==> config.mk <==
export PLATFORM = sky130hd
export DESIGN_NAME = phy_mode_control_regs
export DESIGN_NICKNAME = d
export VERILOG_FILES = /design/src/phy_mode_pkg.sv /design/src/strap_capture_if.sv /design/src/phy_mode_control_regs.sv /design/src/strap_capture.sv
export SDC_FILE = /design/constraint.sdc
export NUM_CORES = 1
export LEC_CHECK = 0
export BUFFER_PORTS_ARGS = -buffer_cell sky130_fd_sc_hd__buf_2
export CORE_MARGIN = 4
export CORE_UTILIZATION = 37
export DETAILED_ROUTE_END_ITERATION = 16
export MAX_ROUTING_LAYER = met4
export PLACE_DENSITY = 0.69
export RECOVER_POWER = 25
export SLEW_MARGIN = 20
export SYNTH_ARGS = -nofsm -noshare
export SYNTH_HDL_FRONTEND = slang
export SYNTH_SLANG_ARGS = --single-unit
==> constraint.sdc <==
create_clock -name mclk -period 2.2 [get_ports mclk]
set_clock_uncertainty 0.15 [all_clocks]
set_input_delay 0.11 -clock mclk [delete_from_list [all_inputs] [get_ports mclk]]
set_output_delay 0.11 -clock mclk [all_outputs]
set_load 0.05 [all_outputs]
==> src/phy_mode_pkg.sv <==
/*
 * Package for the line-coding and transceiver-mode register pair.
 * Assumes a management frame engine elsewhere decodes register numbers.
 */
package phy_mode_pkg;
   // Register numbers on the management interface
   localparam logic [4:0] BASIC_CONTROL_REG = 5'h00;
   localparam logic [4:0] BASIC_STATUS_REG = 5'h01;
   localparam logic [4:0] FAST_LINE_CODING_REG = 5'h13;
   localparam logic [4:0] TRANSCEIVER_MODE_REG = 5'h14;

   // Line-coding control field positions
   localparam int REMOTE_LOOPBACK_BIT = 9;
   localparam int DC_RESTORE_BIT = 8;
   localparam int NRZI_CONV_BIT = 7;
   localparam int BLOCK_CODE_BIT = 6;
   localparam int TX_ISOLATE_BIT = 5;
   localparam int OP_MODE_LSB = 2;
   localparam int TERNARY_BYPASS_BIT = 1;
   localparam int SCRAMBLER_BYPASS_BIT = 0;

   // Transceiver mode field positions
   localparam int LONG_REACH_BIT = 11;
   localparam int PHY_ADDR_LSB = 3;
   localparam int PREAMBLE_SKIP_BIT = 1;

   // Positions in the basic registers
   localparam int BASIC_ISOLATE_BIT = 10;
   localparam int PREAMBLE_STATUS_BIT = 6;

   // Reset values
   localparam logic RST_REMOTE_LOOPBACK = 1'b0;
   localparam logic RST_DC_RESTORE = 1'b1;
   localparam logic RST_NRZI_CONV = 1'b1;
   localparam logic RST_BLOCK_CODE = 1'b1;
   localparam logic RST_TX_ISOLATE = 1'b0;
   localparam logic RST_TERNARY_BYPASS = 1'b0;
   localparam logic RST_SCRAMBLER_BYPASS = 1'b0;
   localparam logic RST_LONG_REACH = 1'b0;
   localparam logic RST_PREAMBLE_SKIP = 1'b1;
   localparam logic [4:0] RST_PHY_ADDR = 5'h01;
   localparam logic [4:0] ZERO_PHY_ADDR = 5'h00;

   // Reported operating modes
   typedef enum logic [2:0] {
      MODE_NEGOTIATING = 3'b000,
      MODE_10_HALF = 3'b001,
      MODE_100_HALF = 3'b010,
      MODE_UNUSED_3 = 3'b011,
      MODE_UNUSED_4 = 3'b100,
      MODE_10_FULL = 3'b101,
      MODE_100_FULL = 3'b110,
      MODE_ISOLATED = 3'b111
   } op_mode_t;
endpackage : phy_mode_pkg

==> src/strap_capture_if.sv <==
/*
 * Carrier between the strap capture module and the register bank.
 * Assumes both ends run on the same clock.
 */
`timescale 1ns/1ps
interface strap_capture_if;
   logic done;
   logic [4:0] addr;
   modport capture (output done, output addr);
   modport bank (input done, input addr);
endinterface : strap_capture_if

==> src/phy_mode_control_regs.sv <==
/*
 * Line-coding control and transceiver mode registers of a 10/100 PHY.
 * Assumes a management frame engine presents one-cycle register
 * read and write strobes with a register number, and feeds back the
 * negotiated mode; the datapath consumes the control outputs.
 */
`timescale 1ns/1ps
// Notes on behaviour
// - Bit 9 enables remote loopback, reset 0
// - Bit 8 enables DC restoration, reset 1
// - Bit 7 enables NRZI conversion, reset 1
// - Bit 6 enables 4B/5B coding, reset 1
// - Bit 5 isolates transmit and MII
// - Zero strap address sets transmit isolate
// - Bits 4-2 report mode, read only
// - Bit 1 bypasses MLT3, reset 0
// - Bit 0 disables scrambler, reset 0
// - Second register bit 11 lowers squelch
// - Bits 7-3 latch straps, then writable
// - Address goes MSB first on management
// - Zero strap address sets control isolate
// - Later zero address writes never isolate
// - Bit 1 accepts preamble-less frames, reset 1
// - Preamble accept mirrored in status bit 6
module phy_mode_control_regs (
   // Clock and reset
   input wire logic mclk,
   input wire logic sys_rst,
   // Strap pins
   input wire logic [4:0] addr_strap,
   // Register access from the management engine
   input wire logic reg_wr,
   input wire logic reg_rd,
   input wire logic [4:0] reg_num,
   input wire logic [15:0] reg_wdata,
   output logic [15:0] reg_rdata,
   output logic reg_rvalid,
   // Mode report from the negotiation logic
   input wire logic [2:0] op_mode_in,
   // Controls toward the datapath
   output logic remote_loopback_en,
   output logic dc_restore_en,
   output logic nrzi_conv_en,
   output logic block_code_en,
   output logic tx_isolate,
   output logic ternary_code_bypass,
   output logic scrambler_bypass,
   output logic long_reach_squelch,
   output logic [4:0] phy_addr_field,
   output logic phy_addr_msb,
   output logic preamble_skip_accept,
   output logic preamble_skip_status,
   output logic basic_isolate_set,
   output logic [2:0] op_mode_report
);
   strap_capture_if cap_if ();
   logic done_seen_ff;
   logic strap_pulse;
   logic wr_coding;
   logic wr_mode;
   logic [2:0] nxt_mode;

   strap_capture u_strap (
      .mclk(mclk),
      .sys_rst(sys_rst),
      .addr_strap(addr_strap),
      .cap(cap_if.capture)
   );

   // One pulse when the strap value first becomes valid
   always_ff @(posedge mclk or posedge sys_rst) begin
      if (sys_rst) begin
         done_seen_ff <= 1'b0;
      end else begin
         done_seen_ff <= cap_if.done;
      end
   end
   assign strap_pulse = cap_if.done && !done_seen_ff;
   assign wr_coding = reg_wr && (reg_num == phy_mode_pkg::FAST_LINE_CODING_REG);
   assign wr_mode = reg_wr && (reg_num == phy_mode_pkg::TRANSCEIVER_MODE_REG);

   // Line-coding control bits
   always_ff @(posedge mclk or posedge sys_rst) begin
      if (sys_rst) begin
         remote_loopback_en <= phy_mode_pkg::RST_REMOTE_LOOPBACK;
         dc_restore_en <= phy_mode_pkg::RST_DC_RESTORE;
         nrzi_conv_en <= phy_mode_pkg::RST_NRZI_CONV;
         block_code_en <= phy_mode_pkg::RST_BLOCK_CODE;
         ternary_code_bypass <= phy_mode_pkg::RST_TERNARY_BYPASS;
         scrambler_bypass <= phy_mode_pkg::RST_SCRAMBLER_BYPASS;
      end else if (wr_coding) begin
         remote_loopback_en <= reg_wdata[phy_mode_pkg::REMOTE_LOOPBACK_BIT];
         dc_restore_en <= reg_wdata[phy_mode_pkg::DC_RESTORE_BIT];
         nrzi_conv_en <= reg_wdata[phy_mode_pkg::NRZI_CONV_BIT];
         block_code_en <= reg_wdata[phy_mode_pkg::BLOCK_CODE_BIT];
         ternary_code_bypass <= reg_wdata[phy_mode_pkg::TERNARY_BYPASS_BIT];
         scrambler_bypass <= reg_wdata[phy_mode_pkg::SCRAMBLER_BYPASS_BIT];
      end
   end

   // Transmit isolate: software write, or a zero strap address once
   always_ff @(posedge mclk or posedge sys_rst) begin
      if (sys_rst) begin
         tx_isolate <= phy_mode_pkg::RST_TX_ISOLATE;
      end else if (strap_pulse && cap_if.addr == phy_mode_pkg::ZERO_PHY_ADDR) begin
         tx_isolate <= 1'b1;
      end else if (wr_coding) begin
         tx_isolate <= reg_wdata[phy_mode_pkg::TX_ISOLATE_BIT];
      end
   end

   // Strap capture wins over a write landing in the same cycle
   always_ff @(posedge mclk or posedge sys_rst) begin
      if (sys_rst) begin
         phy_addr_field <= phy_mode_pkg::RST_PHY_ADDR;
      end else if (strap_pulse) begin
         phy_addr_field <= cap_if.addr;
      end else if (wr_mode) begin
         phy_addr_field <= reg_wdata[phy_mode_pkg::PHY_ADDR_LSB +: 5];
      end
   end

   // Address bit 4 is the first on the wire
   always_ff @(posedge mclk or posedge sys_rst) begin
      if (sys_rst) begin
         phy_addr_msb <= 1'b0;
      end else begin
         phy_addr_msb <= strap_pulse ? cap_if.addr[4] : (wr_mode ? reg_wdata[phy_mode_pkg::PHY_ADDR_LSB + 4] :
            phy_addr_field[4]);
      end
   end

   // Transceiver mode control bits
   always_ff @(posedge mclk or posedge sys_rst) begin
      if (sys_rst) begin
         long_reach_squelch <= phy_mode_pkg::RST_LONG_REACH;
         preamble_skip_accept <= phy_mode_pkg::RST_PREAMBLE_SKIP;
         preamble_skip_status <= phy_mode_pkg::RST_PREAMBLE_SKIP;
      end else if (wr_mode) begin
         long_reach_squelch <= reg_wdata[phy_mode_pkg::LONG_REACH_BIT];
         preamble_skip_accept <= reg_wdata[phy_mode_pkg::PREAMBLE_SKIP_BIT];
         preamble_skip_status <= reg_wdata[phy_mode_pkg::PREAMBLE_SKIP_BIT];
      end
   end

   // Request to the basic control register; only the strap path raises it
   always_ff @(posedge mclk or posedge sys_rst) begin
      if (sys_rst) begin
         basic_isolate_set <= 1'b0;
      end else begin
         basic_isolate_set <= strap_pulse && (cap_if.addr == phy_mode_pkg::ZERO_PHY_ADDR);
      end
   end

   // Mode report follows hardware only; unused codes fall back to negotiating
   always_comb begin
      unique case (op_mode_in)
         3'b011, 3'b100: nxt_mode = phy_mode_pkg::MODE_NEGOTIATING;
         default: nxt_mode = op_mode_in;
      endcase
   end
   always_ff @(posedge mclk or posedge sys_rst) begin
      if (sys_rst) begin
         op_mode_report <= phy_mode_pkg::MODE_NEGOTIATING;
      end else begin
         op_mode_report <= nxt_mode;
      end
   end

   // Read data, one cycle after the strobe; reserved bits are zero
   always_ff @(posedge mclk or posedge sys_rst) begin
      if (sys_rst) begin
         reg_rdata <= 16'h0000;
         reg_rvalid <= 1'b0;
      end else begin
         reg_rvalid <= reg_rd;
         reg_rdata <= 16'h0000;
         if (reg_rd && reg_num == phy_mode_pkg::FAST_LINE_CODING_REG) begin
            reg_rdata[phy_mode_pkg::REMOTE_LOOPBACK_BIT] <= remote_loopback_en;
            reg_rdata[phy_mode_pkg::DC_RESTORE_BIT] <= dc_restore_en;
            reg_rdata[phy_mode_pkg::NRZI_CONV_BIT] <= nrzi_conv_en;
            reg_rdata[phy_mode_pkg::BLOCK_CODE_BIT] <= block_code_en;
            reg_rdata[phy_mode_pkg::TX_ISOLATE_BIT] <= tx_isolate;
            reg_rdata[phy_mode_pkg::OP_MODE_LSB +: 3] <= op_mode_report;
            reg_rdata[phy_mode_pkg::TERNARY_BYPASS_BIT] <= ternary_code_bypass;
            reg_rdata[phy_mode_pkg::SCRAMBLER_BYPASS_BIT] <= scrambler_bypass;
         end else if (reg_rd && reg_num == phy_mode_pkg::TRANSCEIVER_MODE_REG) begin
            reg_rdata[phy_mode_pkg::LONG_REACH_BIT] <= long_reach_squelch;
            reg_rdata[phy_mode_pkg::PHY_ADDR_LSB +: 5] <= phy_addr_field;
            reg_rdata[phy_mode_pkg::PREAMBLE_SKIP_BIT] <= preamble_skip_accept;
         end
      end
   end

   // Checks
   // Register numbers the bank answers; any other number reads as zero
   function automatic logic is_mapped(input logic [4:0] num);
      return (num == phy_mode_pkg::FAST_LINE_CODING_REG) || (num == phy_mode_pkg::TRANSCEIVER_MODE_REG);
   endfunction : is_mapped
endmodule : phy_mode_control_regs

==> src/strap_capture.sv <==
/*
 * Samples the address strap pins once after reset release.
 * Assumes the straps are steady around the release of sys_rst.
 */
`timescale 1ns/1ps
module strap_capture (
   // Clock and reset
   input wire logic mclk,
   input wire logic sys_rst,
   // Strap pins
   input wire logic [4:0] addr_strap,
   // To the bank
   strap_capture_if.capture cap
);
   logic [4:0] sync1_ff;
   logic [4:0] sync2_ff;
   logic [4:0] sync3_ff;
   logic [1:0] cnt_ff;

   // Three-stage synchroniser; pins are asynchronous to mclk
   always_ff @(posedge mclk or posedge sys_rst) begin
      if (sys_rst) begin
         sync1_ff <= 5'h00;
         sync2_ff <= 5'h00;
         sync3_ff <= 5'h00;
      end else begin
         sync1_ff <= addr_strap;
         sync2_ff <= sync1_ff;
         sync3_ff <= sync2_ff;
      end
   end

   // Wait until the pipe is full and stages two and three agree
   always_ff @(posedge mclk or posedge sys_rst) begin
      if (sys_rst) begin
         cnt_ff <= 2'h0;
         cap.done <= 1'b0;
         cap.addr <= 5'h00;
      end else if (!cap.done) begin
         if (cnt_ff != 2'h3) begin
            cnt_ff <= cnt_ff + 2'h1;
         end else if (sync2_ff == sync3_ff) begin
            cap.done <= 1'b1;
            cap.addr <= sync3_ff;
         end
      end
   end
endmodule : strap_capture

==> qor_table.md <==
| Quantity | Value |
|:---|:---|
| Post-route ant nets | 0 |
| Pwr Total | 2.91 mW |
| Post-layout nets | 259 |
| Initial standard-cell utilization of the core | 0.390 |
| CTS H-Tree Depth | 2 |
| Area of the multi-input gates | 597 µm² |
| Cell Rows | 26 |
| Cell count of the worst hold path | 4 |
| Post-cts resize count | 0 |
| Number of buffers inserted by port buffering | 58 |
| Largest stage delay on the critical path | 0.43 ns |
| Die Area | 6730 µm² |
| Critical hold path startpoint | reg_num[1] |
| Global placement routability congestion | 0.798 |
| End point of the most critical hold path | phy_addr_field[0] |
| Post-synth ARST share | 1.00 |
| Leakage power of the design | 1.33 nW |
| Mean instance size in the synthesized netlist | 14.7 µm² |
| Netlist cell types | 30 |
| Total via count in the routed design | 1318 |
| Total routing usage reported by global routing | 0.123 |
| Fin worst setup slack | 0.431 ns |
| Startpoint type of the worst setup path | register |
| Worst R2R Path Depth | 4 |
| Growth of design area from synthesis to finish | 35.4% |
| Number of pins exceeding their max-slew limit in the final report | 0 |
| WS Path Type | register to register |
| Clock Root Buffer | clkbuf_8 |
| Total cell area at the placement stage | 2390 µm² |
| Final cell area excluding filler cells | 2750 µm² |
| Share of power burned in registers | 0.454 |
| Number of buffers on the longest clock path | 2 |
| Clock power share | 0.260 |
| Maximum number of pins on one net before global-route repair | 23 |
| Flop-to-flop setup slack | 0.43 ns |
| P_sw | 1.01 mW |
| Number of warning messages in the yosys log | 0 |
| Peak Freq | 0.565 GHz |
| Data required, critical path | 2.24 ns |
| Violation count after the first detailed-route iteration | 41 |
| Portion of the clock cycle consumed by the worst path in the final layout | 0.804 |
| Setup repair after global routing missed its margin | no |
| Per-cell via count in the routed design | 4.45 |
| Final WL | 3800 µm |
| Total power density per cell area | 1060 nW/µm² |
| Count of endpoints failing setup in the final report | 0 |
| Core area | 5200 µm² |
| Int Power | 1.91 mW |
| Crit path time final | 1.77 ns |
| Summed negative setup slack over all endpoints | 0 ns |
| Type of the tightest min-delay check | input port to register |
| Combined area of all synthesized cells | 2030 µm² |
| Pre-CTS setup slack | 0.424 ns |
| Total area of sequential cells | 1380 µm² |
| Register bit total from synthesis | 55 |
| Data arrival at the endpoint of the critical path | 1.80 ns |
| Endpoint of the lowest-slack register-to-register path | u_strap.cap.addr[0] |
| Die Y-Extent | 82.0 µm |
| Number of standard cells after synthesis | 138 |
| Commonest register cell after synthesis | dfrtp_1 |
| Number of clock sinks | 55 |
| Drt drc | 0 |
| Remaining global-route overflow | 0 |
| Critical-path top delay cell | nor4_4 |
| Transition time at the pin with the least slew margin | 0.797 ns |
| Maximum fanout along the worst path | 5 |
| Worst vdd rail ir drop | 0.465 mV |
| R2R Path Start | u_strap.sync3_ff[1] |
| Die boundary width | 82.0 µm |
| Number of filler cells placed in the layout | 469 |
| First-pass detailed-route iteration total | 4 |
| Insertion delay to the later sink of the worst-skew pair | 0.30 ns |
| Initial antenna violation count | 0 |
| Number of enable-type register cells in the synthesized netlist | 0 |
| Via count of the first global-routing pass | 1344 |
| Sw Ratio | 0.345 |
| Global-route wire length before repair | 6080 µm |
| Outcome | complete, no violations |
| TritonCTS buffer count | 5 |
| Number of diodes added for antenna fixing | 0 |
| Detail-routed net length per standard cell | 12.8 µm |
| Portion of the post-synthesis area used by sequential elements | 0.682 |
| TritonCTS clock tree | yes |
| Hold Vio Cnt, Final | 0 |
| Io pins | 70 |
| Share of layout cells above drive strength 1 | 0.398 |
| Utilization after layout | 0.528 |
| Number of max-cap violations | 0 |
| HPWL reported at the end of detailed placement | 2700 µm |
| Combinational share of power | 0.285 |
| Headroom to the max-slew limit | 0.468 |
| Critical path cell sequence | xnor2_1, o21ai_1, nor4_4, mux2_2 |
| Setup crit end kind | register |
| Clock input transition at the sequential cells of the worst setup and hold paths | 0.09 ns |
==> per-layer routing <==
layer | share of wire | global-route usage
met5 | 0 | -
met4 | 0.010 | 0.0299
met3 | 0.090 | 0.0417
met2 | 0.50 | 0.216
met1 | 0.40 | 0.134
==> flip-flops by register name (all words and copies together) (netlist names), 2 cells and up <==
| register | count |
|---|---|
| u_strap.cnt_ff | 2 |
| u_strap.sync1_ff | 5 |
| u_strap.cap.addr | 5 |
| u_strap.sync3_ff | 5 |
| u_strap.sync2_ff | 5 |
| reg_rdata | 11 |
| op_mode_report | 3 |
| phy_addr_field | 5 |
==> worst max path at each step <==
stage	from	end	slack [ns]
6_report	u_strap.sync3_ff[1]	u_strap.cap.addr[0]	0.43
5_1_grt	u_strap.sync3_ff[0]	u_strap.cap.addr[3]	0.34
4_1_cts	u_strap.sync3_ff[1]	u_strap.cap.addr[0]	0.39
3_5_place_dp	u_strap.sync3_ff[1]	u_strap.cap.addr[0]	0.42
3_3_place_gp	u_strap.sync3_ff[1]	u_strap.cap.addr[4]	0.47
2_1_floorplan	u_strap.sync3_ff[1]	u_strap.cap.addr[0]	0.57
==> power by group through the flow <==
stage                     sequential (mW)  combinational [mW]  clock (mW)
after floorplan                      1.69               0.270           0
after global placement               1.34               0.796           0
after detailed placement             1.35               0.809           0
after CTS                            1.33               0.841       0.785
after global routing                 1.35               0.893       0.823
final                                1.32               0.831       0.758
==> worst max-delay path: cells and delay by family (launching register included) <==
kind	cells	cell delay (ns)
XOR/XNOR	1	0.16
AO/OA/AOI/OAI	1	0.14
multiplexers	1	0.38
flip-flops	1	0.40
AND/OR/NAND/NOR	1	0.43
==> cells by family after synthesis <==
| logic type | share of synthesized area |
|---|---|
| XOR/XNOR | 0.0216 |
| multiplexers | 0.102 |
| adder cells (fa/ha/maj) | 0.00617 |
| buffers and inverters | 0.0315 |
| AND/OR/NAND/NOR | 0.0962 |
| flip-flops | 0.682 |
| other | 0.00185 |
| AO/OA/AOI/OAI | 0.0586 |
==> final cells by class <==
type	instances	share of cell area
repair buffers	83	0.194
clock inverters	2	0.0219
flip-flops and latches	55	0.503
multi-input cells	76	0.217
inverters	4	0.00547
clock buffers	6	0.0264
well taps	70	0.0319
==> through the flow <==
step | hold slack [ns] | instances
2_1_floorplan | -0.00857 | 142
5_1_grt | 0.103 | 296
3_5_place_dp | 0.00184 | 266
3_3_place_gp | -0.00872 | 266
6_report | 0.0898 | 296
4_1_cts | 0.0827 | 296
==> placed cells by master, fill, tap and decap left out, types with 2 or more instances in the layout <==
| cell type | netlist | final |
|---|---|---|
| dfstp_2 | 5 | 5 |
| buf_4 | 6 | 3 |
| a21boi_0 | 2 | 2 |
| dfrtp_1 | 50 | 50 |
| clkbuf_1 | 1 | 2 |
| clkbuf_8 | 0 | 5 |
| inv_1 | 4 | 4 |
| mux2i_1 | 5 | 5 |
| a22o_1 | 6 | 6 |
| dlygate4sd3_1 | 0 | 22 |
| nand3b_1 | 2 | 2 |
| mux2_2 | 14 | 14 |
| nor2_1 | 9 | 9 |
| nor3_1 | 2 | 2 |
| nand2b_1 | 3 | 3 |
| xnor2_1 | 4 | 4 |
| buf_2 | 0 | 56 |
| conb_1 | 1 | 5 |
| a21oi_1 | 6 | 6 |
| bufinv_16 | 0 | 2 |
| and2_1 | 5 | 5 |
==> timing repair <==
item                                   4_1_cts  5_1_grt
setup buffers                                0        0
hold buffers                                22        0
endpoints found under the hold margin       43        0
==> Yosys cell counts, types with 2 or more instances <==
master | n | share of area
nor2_1 | 9 | 0.017
dfstp_2 | 5 | 0.065
xnor2_1 | 4 | 0.017
dfrtp_1 | 50 | 0.62
inv_1 | 4 | 0.0074
buf_4 | 6 | 0.022
nand3b_1 | 2 | 0.0074
nor3_1 | 2 | 0.0049
mux2i_1 | 5 | 0.025
mux2_2 | 14 | 0.078
nand2b_1 | 3 | 0.0093
a22o_1 | 6 | 0.026
a21boi_0 | 2 | 0.0074
a21oi_1 | 6 | 0.015
and2_1 | 5 | 0.015
Power figures use the tool's default switching activity.
